`config.mk`:
```
export PLATFORM = sky130hd
export DESIGN_NAME = cprc_top
export DESIGN_NICKNAME = d
export VERILOG_FILES = /design/src/common/cprc_pkg.sv /design/src/hw/cprc_clkdiv.sv /design/src/hw/cprc_mode_dec.sv /design/src/hw/cprc_top.sv
export VERILOG_INCLUDE_DIRS = /design/src /design/src/common
export SDC_FILE = /design/constraint.sdc
export NUM_CORES = 1
export LEC_CHECK = 0
export BUFFER_PORTS_ARGS = -buffer_cell sky130_fd_sc_hd__buf_2
export CORE_MARGIN = 1
export CORE_UTILIZATION = 40
export CTS_CLUSTER_DIAMETER = 120
export DETAILED_ROUTE_END_ITERATION = 8
export PLACE_DENSITY_LB_ADDON = 0.15
export SYNTH_ARGS = -nofsm -noshare
export SYNTH_HDL_FRONTEND = slang
export SYNTH_SLANG_ARGS = --single-unit
```
`constraint.sdc`:
```
create_clock -name clk_i -period 6.6 [get_ports clk_i]
set_clock_uncertainty 0.15 [all_clocks]
set_input_delay 0.99 -clock clk_i [delete_from_list [all_inputs] [get_ports clk_i]]
set_output_delay 0.99 -clock clk_i [all_outputs]
set_load 0.01 [all_outputs]
```
`src/common/cprc_consts.svh`:
```
// Offsets, field positions, reset values and timing counts of the pump regulator control block
// Behaviour
// - Pump and regulator both run only while the pump-regulator enable bit is one.
// - Force-on with enable keeps the pump on; otherwise the auto-mode bit decides.
// - Auto-mode bit one enables automatic pump switching; zero disables it.
// - Bit 3 reads pump running state in auto mode; meaningful only then.
// - Bit 4 enables the excitation voltage output.
// - Bit 5 selects excitation level: zero low level, one high level.
// - Bit 6 enables the analog supply output of the regulator.
// - Bit 7 enables the common-mode reference output.
// - Enable, force-on and auto bits decode into off, always on, automatic, regulator only.
// - Auto mode runs the pump when supply is low, stops it when high.
// - Pump off, regulator on: analog functions available only while supply is high.
// - Clock register holds a write-only four-bit divider select, reset to zero.
// - Pump clock is the instruction clock divided by four, then by two to select.
// - Band-gap enable is bit 6 of the amplifier mode register.
`ifndef CPRC_CONSTS_SVH
`define CPRC_CONSTS_SVH

// Register indices; byte address is four times the index
`define CPRC_IDX_MODE          8'h95
`define CPRC_IDX_CLKSEL        8'h96
`define CPRC_IDX_AMPMODE       8'h90
`define CPRC_ADDR_MODE         10'h254
`define CPRC_ADDR_CLKSEL       10'h258
`define CPRC_ADDR_AMPMODE      10'h240

// Mode register fields
`define CPRC_BIT_REG_EN        0
`define CPRC_BIT_FORCE_ON      1
`define CPRC_BIT_AUTO          2
`define CPRC_BIT_STATE         3
`define CPRC_BIT_EXC_EN        4
`define CPRC_BIT_EXC_SEL       5
`define CPRC_BIT_ASUP_EN       6
`define CPRC_BIT_CM_EN         7
`define CPRC_BIT_BG_EN         6

// Reset values
`define CPRC_MODE_RESET        8'h00
`define CPRC_CLKSEL_RESET      4'h0
`define CPRC_AMPMODE_RESET     8'h0E
`define CPRC_AMPMODE_MASK      8'h7F
`define CPRC_CLKSEL_WIDTH      4

// Fixed predivider and settle time
`define CPRC_PREDIV            4
`define CPRC_CLK_MHZ           200
`define CPRC_SETTLE_MS         30
`define CPRC_SETTLE_CYCLES     (`CPRC_SETTLE_MS * `CPRC_CLK_MHZ * 1000)

`endif

```
`src/common/cprc_pkg.sv`:
```
// Types of the pump regulator control block
package cprc_pkg;

    typedef enum logic [1:0]
    {
        CPRC_PUMP_OFF,
        CPRC_PUMP_ALWAYS,
        CPRC_PUMP_AUTO,
        CPRC_PUMP_REG_ONLY
    } cprc_mode_type;

endpackage

```
`src/hw/cprc_clkdiv.sv`:
```
// Pump clock divider: divide by four, then by a power of two
`timescale 1ns/1ps
`default_nettype none
`include "cprc_consts.svh"

module cprc_clkdiv
#(
    parameter int SEL_W = `CPRC_CLKSEL_WIDTH
)
(
    // Clock and reset
    input  wire logic             clk_i,
    input  wire logic             rst_i,
    // Control
    input  wire logic [SEL_W-1:0] sel_i,
    input  wire logic             run_i,
    // Divided clock, gated
    output logic                  pump_clk_o
);
    localparam int CNT_W = 2 + (1 << SEL_W);

    logic [CNT_W-1:0] cnt_q;
    logic [CNT_W-1:0] cnt_d;
    logic             clk_q;
    logic             clk_d;
    logic [CNT_W-1:0] half;

    always_comb
    begin
        // Half period of Fcpu/4/2^sel in cycles is 2*2^sel
        half  = CNT_W'(1) << (32'(sel_i) + 1);
        cnt_d = cnt_q;
        clk_d = clk_q;
        // Pump clock gating
        if (!run_i)
        begin
            cnt_d = '0;
            clk_d = 1'b0;
        end
        // Clock division chain
        else if (cnt_q >= half - CNT_W'(1))
        begin
            cnt_d = '0;
            clk_d = ~clk_q;
        end
        else
        begin
            cnt_d = cnt_q + CNT_W'(1);
        end
    end

    always_ff @(posedge clk_i)
    begin
        if (rst_i)
        begin
            cnt_q <= '0;
            clk_q <= 1'b0;
        end
        else
        begin
            cnt_q <= cnt_d;
            clk_q <= clk_d;
        end
    end

    assign pump_clk_o = clk_q;

endmodule
`default_nettype wire

```
`src/hw/cprc_mode_dec.sv`:
```
// Pump working-mode decoder
`timescale 1ns/1ps
`default_nettype none

module cprc_mode_dec
(
    // Mode bits
    input  wire logic  reg_en_i,
    input  wire logic  force_on_i,
    input  wire logic  auto_i,
    // Mode and regulator demand
    output cprc_pkg::cprc_mode_type mode_o,
    output logic       regulator_on_o
);
    import cprc_pkg::*;

    always_comb
    begin
        // Four-way mode decode
        if (!reg_en_i)
            mode_o = CPRC_PUMP_OFF;
        else if (force_on_i)
            mode_o = CPRC_PUMP_ALWAYS;
        else if (auto_i)
            mode_o = CPRC_PUMP_AUTO;
        else
            mode_o = CPRC_PUMP_REG_ONLY;
        // Enable gates both units
        regulator_on_o = reg_en_i;
    end

endmodule
`default_nettype wire

```
`src/hw/cprc_top.sv`:
```
// Charge pump and regulator control with classic Wishbone register slave
//
// Decided for this implementation: the Wishbone slave port.
`timescale 1ns/1ps
`default_nettype none
`include "cprc_consts.svh"

module cprc_top
#(
    parameter int SEL_W = `CPRC_CLKSEL_WIDTH
)
(
    // Clock and reset
    input  wire logic        clk_i,
    input  wire logic        rst_i,
    // Wishbone slave
    input  wire logic        wb_cyc_i,
    input  wire logic        wb_stb_i,
    input  wire logic        wb_we_i,
    input  wire logic [9:0]  wb_adr_i,
    input  wire logic [3:0]  wb_sel_i,
    input  wire logic [31:0] wb_dat_i,
    output logic [31:0]      wb_dat_o,
    output logic             wb_ack_o,
    // Comparator
    input  wire logic        supply_high_i,
    // Analog controls
    output logic             pump_run_o,
    output logic             pump_clk_o,
    output logic             regulator_on_o,
    output logic             analog_supply_enable_o,
    output logic             excitation_out_enable_o,
    output logic             excitation_level_select_o,
    output logic             common_mode_enable_o,
    output logic             bandgap_enable_o,
    output logic             analog_ready_o
);
    import cprc_pkg::*;

    ////////////////////////////////////////////////////////////////////////
    // Registers
    logic [7:0]       mode_q;
    logic [7:0]       mode_d;
    logic [SEL_W-1:0] clksel_q;
    logic [SEL_W-1:0] clksel_d;
    logic [7:0]       amp_q;
    logic [7:0]       amp_d;
    logic             ack_q;
    logic             ack_d;
    logic [31:0]      rdat_q;
    logic [31:0]      rdat_d;
    logic             run_q;
    logic             run_d;
    logic             state_q;
    logic             state_d;
    logic             ready_q;
    logic             ready_d;
    logic             regon_q;
    logic             asup_q;
    logic             exc_en_q;
    logic             exc_sel_q;
    logic             cm_q;
    logic             bg_q;
    logic             req;
    logic             wr;
    logic [7:0]       mode_rd;
    cprc_mode_type    mode;
    logic             reg_on;
    logic             pump_clk;

    assign req = wb_cyc_i & wb_stb_i & ~ack_q;
    assign wr  = req & wb_we_i & wb_sel_i[0];

    ////////////////////////////////////////////////////////////////////////
    // Mode decode
    cprc_mode_dec u_dec
    (
        .reg_en_i       (mode_q[`CPRC_BIT_REG_EN]),
        .force_on_i     (mode_q[`CPRC_BIT_FORCE_ON]),
        .auto_i         (mode_q[`CPRC_BIT_AUTO]),
        .mode_o         (mode),
        .regulator_on_o (reg_on)
    );

    ////////////////////////////////////////////////////////////////////////
    // Pump clock
    cprc_clkdiv #(.SEL_W(SEL_W)) u_div
    (
        .clk_i      (clk_i),
        .rst_i      (rst_i),
        .sel_i      (clksel_q),
        .run_i      (run_q),
        .pump_clk_o (pump_clk)
    );

    ////////////////////////////////////////////////////////////////////////
    // Register file and bus
    always_comb
    begin
        mode_d   = mode_q;
        clksel_d = clksel_q;
        amp_d    = amp_q;
        ack_d    = req;
        rdat_d   = 32'h0000_0000;
        mode_rd  = mode_q;
        // Live state bit in mode read-back
        mode_rd[`CPRC_BIT_STATE] = state_q;
        if (wr)
        begin
            unique case (wb_adr_i)
                `CPRC_ADDR_MODE:
                begin
                    // Status bit not writable
                    mode_d = wb_dat_i[7:0];
                    mode_d[`CPRC_BIT_STATE] = 1'b0;
                end
                `CPRC_ADDR_CLKSEL: clksel_d = wb_dat_i[SEL_W-1:0];
                `CPRC_ADDR_AMPMODE: amp_d = wb_dat_i[7:0] & `CPRC_AMPMODE_MASK;
                default: ;
            endcase
        end
        if (req && !wb_we_i)
        begin
            unique case (wb_adr_i)
                `CPRC_ADDR_MODE:    rdat_d = {24'h00_0000, mode_rd};
                `CPRC_ADDR_AMPMODE: rdat_d = {24'h00_0000, amp_q};
                default:            rdat_d = 32'h0000_0000;
            endcase
        end
    end

    ////////////////////////////////////////////////////////////////////////
    // Pump decisions
    always_comb
    begin
        run_d   = 1'b0;
        state_d = 1'b0;
        ready_d = 1'b0;
        unique case (mode)
            CPRC_PUMP_OFF:
            begin
                run_d   = 1'b0;
                ready_d = 1'b0;
            end
            CPRC_PUMP_ALWAYS:
            begin
                run_d   = 1'b1;
                ready_d = 1'b1;
            end
            CPRC_PUMP_AUTO:
            begin
                run_d   = ~supply_high_i;
                state_d = ~supply_high_i;
                ready_d = 1'b1;
            end
            // regulator only, supply must be high
            CPRC_PUMP_REG_ONLY:
            begin
                run_d   = 1'b0;
                ready_d = supply_high_i;
            end
        endcase
        if (!mode_q[`CPRC_BIT_ASUP_EN])
            ready_d = 1'b0;
    end

    always_ff @(posedge clk_i)
    begin
        if (rst_i)
        begin
            mode_q    <= `CPRC_MODE_RESET;
            clksel_q  <= SEL_W'(`CPRC_CLKSEL_RESET);
            amp_q     <= `CPRC_AMPMODE_RESET;
            ack_q     <= 1'b0;
            rdat_q    <= 32'h0000_0000;
            run_q     <= 1'b0;
            state_q   <= 1'b0;
            ready_q   <= 1'b0;
            regon_q   <= 1'b0;
            asup_q    <= 1'b0;
            exc_en_q  <= 1'b0;
            exc_sel_q <= 1'b0;
            cm_q      <= 1'b0;
            bg_q      <= 1'b0;
        end
        else
        begin
            mode_q    <= mode_d;
            clksel_q  <= clksel_d;
            amp_q     <= amp_d;
            ack_q     <= ack_d;
            rdat_q    <= rdat_d;
            run_q     <= run_d;
            state_q   <= state_d;
            ready_q   <= ready_d;
            regon_q   <= reg_on;
            asup_q    <= mode_q[`CPRC_BIT_ASUP_EN] & reg_on;
            exc_en_q  <= mode_q[`CPRC_BIT_EXC_EN];
            exc_sel_q <= mode_q[`CPRC_BIT_EXC_SEL];
            cm_q      <= mode_q[`CPRC_BIT_CM_EN];
            bg_q      <= amp_q[`CPRC_BIT_BG_EN];
        end
    end

    ////////////////////////////////////////////////////////////////////////
    // Outputs
    assign wb_ack_o                  = ack_q;
    assign wb_dat_o                  = rdat_q;
    assign pump_run_o                = run_q;
    // divide by four and power of two
    assign pump_clk_o                = pump_clk;
    assign regulator_on_o            = regon_q;
    assign analog_supply_enable_o    = asup_q;
    assign excitation_out_enable_o   = exc_en_q;
    assign excitation_level_select_o = exc_sel_q;
    assign common_mode_enable_o      = cm_q;
    assign bandgap_enable_o          = bg_q;
    assign analog_ready_o            = ready_q;

endmodule
`default_nettype wire

```
==> summary.txt <==
Status
  • Status: finished, final reports clean

Timing
  • Final hold violation count: 0
  • Fmax: 262 MHz
  • Total Neg Setup Slack: 0 ps
  • Crit path time final: 3820 ps
  • Worst-margin pin slew: 928 ps
  • Final Slew Violations: 0
  • Slew headroom: 0.378
  • Fin crit share: 0.578
  • RSZ-0062 raised after global routing: false
  • Final Setup Violations: 0

Power and ir drop
  • P per Cell Area: 165 mW/mm^2
  • Leakage: 0.00147 uW
  • Max IR drop VDD: 0.0000946 V

CTS
  • Hold buffers post-CTS: 0
  • CTS tree: done
  • Root buffer cell: clkbuf_8
  • Post-CTS Setup Inserts: 0
  • CTS Buffer Depth: 2
  • Clock Latency Late Sink: 320 ps
  • Clock Pin Slew Worst Setup and Hold Paths: 100 ps
  • Post_cts resized: 0
  • CTS buffer count: 5
  • H-Tree Depth: 2
  • Clock Sinks: 55

Floorplanning
  • Initial Util: 0.412
  • Cell Rows: 32
  • Ports: 94
  • Core area: 0.00769 mm^2
  • Width of the chip: 91.0 um
  • Die area: 0.00829 mm^2
  • Die Ht: 91.0 um

Cells and area
  • Area grow syn2layout: 8.84%
  • Register area: 0.00110 mm^2
  • Final #Nets: 461
  • FILL cells: 766
  • N_diodes: 0
  • Most common cell after layout, fill and taps aside: dfxtp_1
  • Most frequent cells in the layout: 55 x dfxtp_1, 42 x buf_2, 39 x nor2_1
  • Area of the multi-input gates: 0.00187 mm^2
  • Layout cell share with drive strength beyond 1: 0.196
  • Final Cell Area: 0.00345 mm^2

Synthesis
  • Sequential share of the synthesized area: 0.347
  • Syn Inst Count: 351
  • Mean Syn Cell Area: 9.03 um^2
  • Post-Syn Area: 0.00317 mm^2
  • #FFs+latches synth: 55
  • Top_reg_cell synth: dfxtp_1
  • EDFF count, synth: 0
  • Fraction of registers with async set/reset: 0
  • Synth Warn #: 0
  • Synth unique cells: 54

Critical path
  • R2R Path Start: clksel_q[0]
  • CP max FO: 18
  • Critical Path Source Type: flop
  • Crit Path Class: flop to flop
  • Reg2Reg Setup Slack: 2780 ps
  • Crit path arrival time: 3840 ps
  • CP required: 6630 ps
  • Worst reg2reg endpoint: u_div.cnt_q[3]
  • Worst R2R Path Depth: 11
  • CP Capture Type: flop

Global route
  • Initial antenna violation count: 0
  • GRT overflow: 0
  • Largest net degree at the start of global routing: 31
  • Vias in the first global route: 2231
  • Global-route wire length before repair: 10300 um
  • Total GRT Usage: 0.152

Place
  • Placed cell area: 0.00335 mm^2
  • Gp weighted congestion: 0.765
  • DP Wirelength: 4480 um
  • IO buf count: 42

Route
  • Post-route DRC violation count: 0
  • Wire length per cell: 12.4 um
  • First-pass DRT Iterations: 6
  • DR vias: 2413
  • DR iter-0 viols: 68
  • Final WL: 6050 um
  • ANT nets after route: 0
  • Drt via density: 4.93

Hold path
  • Hold Path Class: flop to flop
  • End of the worst hold path: amp_q[3]
  • Hold Path Origin: amp_q[3]
  • Hold depth: 1

Run
  • Max cap viols: 0
==> cell type report <==
type                            instances  area share
Clock buffer                            5      0.0199
Multi-Input combinational cell        272       0.541
Inverter                                9     0.00979
Sequential cell                        55       0.319
Clock inverter                          3     0.00979
Timing Repair Buffer                   43      0.0631
Tap cell                              102      0.0370
==> worst max-delay path by stage <==
stage / from / end / slack (ps) / cells after the start
floorplan: clksel_q[0] / u_div.pump_clk_o / 3250 / 14
global placement: clksel_q[0] / u_div.cnt_q[5] / 2810 / 11
detailed placement: clksel_q[0] / u_div.cnt_q[3] / 2810 / 11
CTS: clksel_q[0] / u_div.cnt_q[3] / 2780 / 11
global route: clksel_q[2] / u_div.cnt_q[3] / 2410 / 13
finish: clksel_q[0] / u_div.cnt_q[3] / 2780 / 11
==> cell usage after synthesis (2+ instances only) <==
cell | n | area share
a211o_1 | 5 | 0.014
a211oi_1 | 3 | 0.0071
a21o_1 | 2 | 0.0047
a21oi_1 | 13 | 0.021
a22oi_1 | 8 | 0.019
a31oi_1 | 2 | 0.0039
and3_1 | 6 | 0.012
and4_1 | 4 | 0.011
buf_1 | 2 | 0.0024
buf_2 | 2 | 0.0032
buf_4 | 25 | 0.059
buf_6 | 2 | 0.0071
clkbuf_1 | 9 | 0.011
conb_1 | 2 | 0.0024
dfxtp_1 | 55 | 0.35
ha_1 | 23 | 0.091
inv_1 | 9 | 0.011
mux2i_1 | 13 | 0.041
nand2_1 | 19 | 0.022
nand2b_1 | 6 | 0.012
nand3_1 | 11 | 0.017
nand3b_1 | 2 | 0.0047
nand4_1 | 4 | 0.0079
nor2_1 | 39 | 0.046
nor2b_1 | 7 | 0.014
nor3_1 | 15 | 0.024
nor3_2 | 13 | 0.041
nor3b_1 | 2 | 0.0047
o21ai_0 | 6 | 0.0095
or3_1 | 2 | 0.0039
or3_4 | 2 | 0.0071
xnor2_1 | 10 | 0.028
xor2_1 | 7 | 0.019
==> sequential cells by signal, summed over array words and instances (netlist names) <==
register,cells
u_div.cnt_q,18
wb_dat_o,8
amp_q,7
mode_q,7
clksel_q,4
analog_ready_o,1
analog_supply_enable_o,1
bandgap_enable_o,1
common_mode_enable_o,1
excitation_level_select_o,1
excitation_out_enable_o,1
pump_run_o,1
regulator_on_o,1
state_q,1
u_div.pump_clk_o,1
wb_ack_o,1
==> critical path, stage by stage, from the launching register on <==
cell	delay, ps
dfxtp_1	460
or2_2	420
nand2b_1	180
ha_1	320
nor2b_1	260
a31oi_1	120
o22a_1	250
ha_1	280
nand4_1	130
or3_4	440
a21oi_4	520
nor3_1	140
==> layer usage <==
| layer | GRT usage | wire length [um] |
|---|---|---|
| met4 | 0.0397 | 48 |
| met3 | 0.0318 | 193 |
| met1 | 0.190 | 2920 |
| met5 | 0 | 0 |
| met2 | 0.263 | 2890 |
==> cell families after synthesis <==
group	synth area share
simple gates	0.273
flops	0.347
buf+inv	0.0931
compound gates	0.106
fa+ha+maj	0.0908
xor+xnor	0.0470
mux	0.0410
other cells	0.00237
==> through the flow <==
stage	instances	total power, uW	setup WS [ps]	util	hold slack, ps
2_1_floorplan	376	370	3250	-	286
5_1_grt	489	594	2410	0.449	349
3_3_place_gp	481	370	2810	0.436	296
4_1_cts	489	580	2780	0.449	334
3_5_place_dp	481	370	2810	0.436	305
6_report	489	569	2780	0.449	330
==> power breakdown <==
part / leakage, uW / internal, uW / switching (uW)
Sequential: 0.000443 / 332 / 0.105
Clock: 0.0000519 / 80.9 / 126
Combinational: 0.000977 / 9.59 / 20.4
No activity file was read; power rests on OpenSTA's default activity.
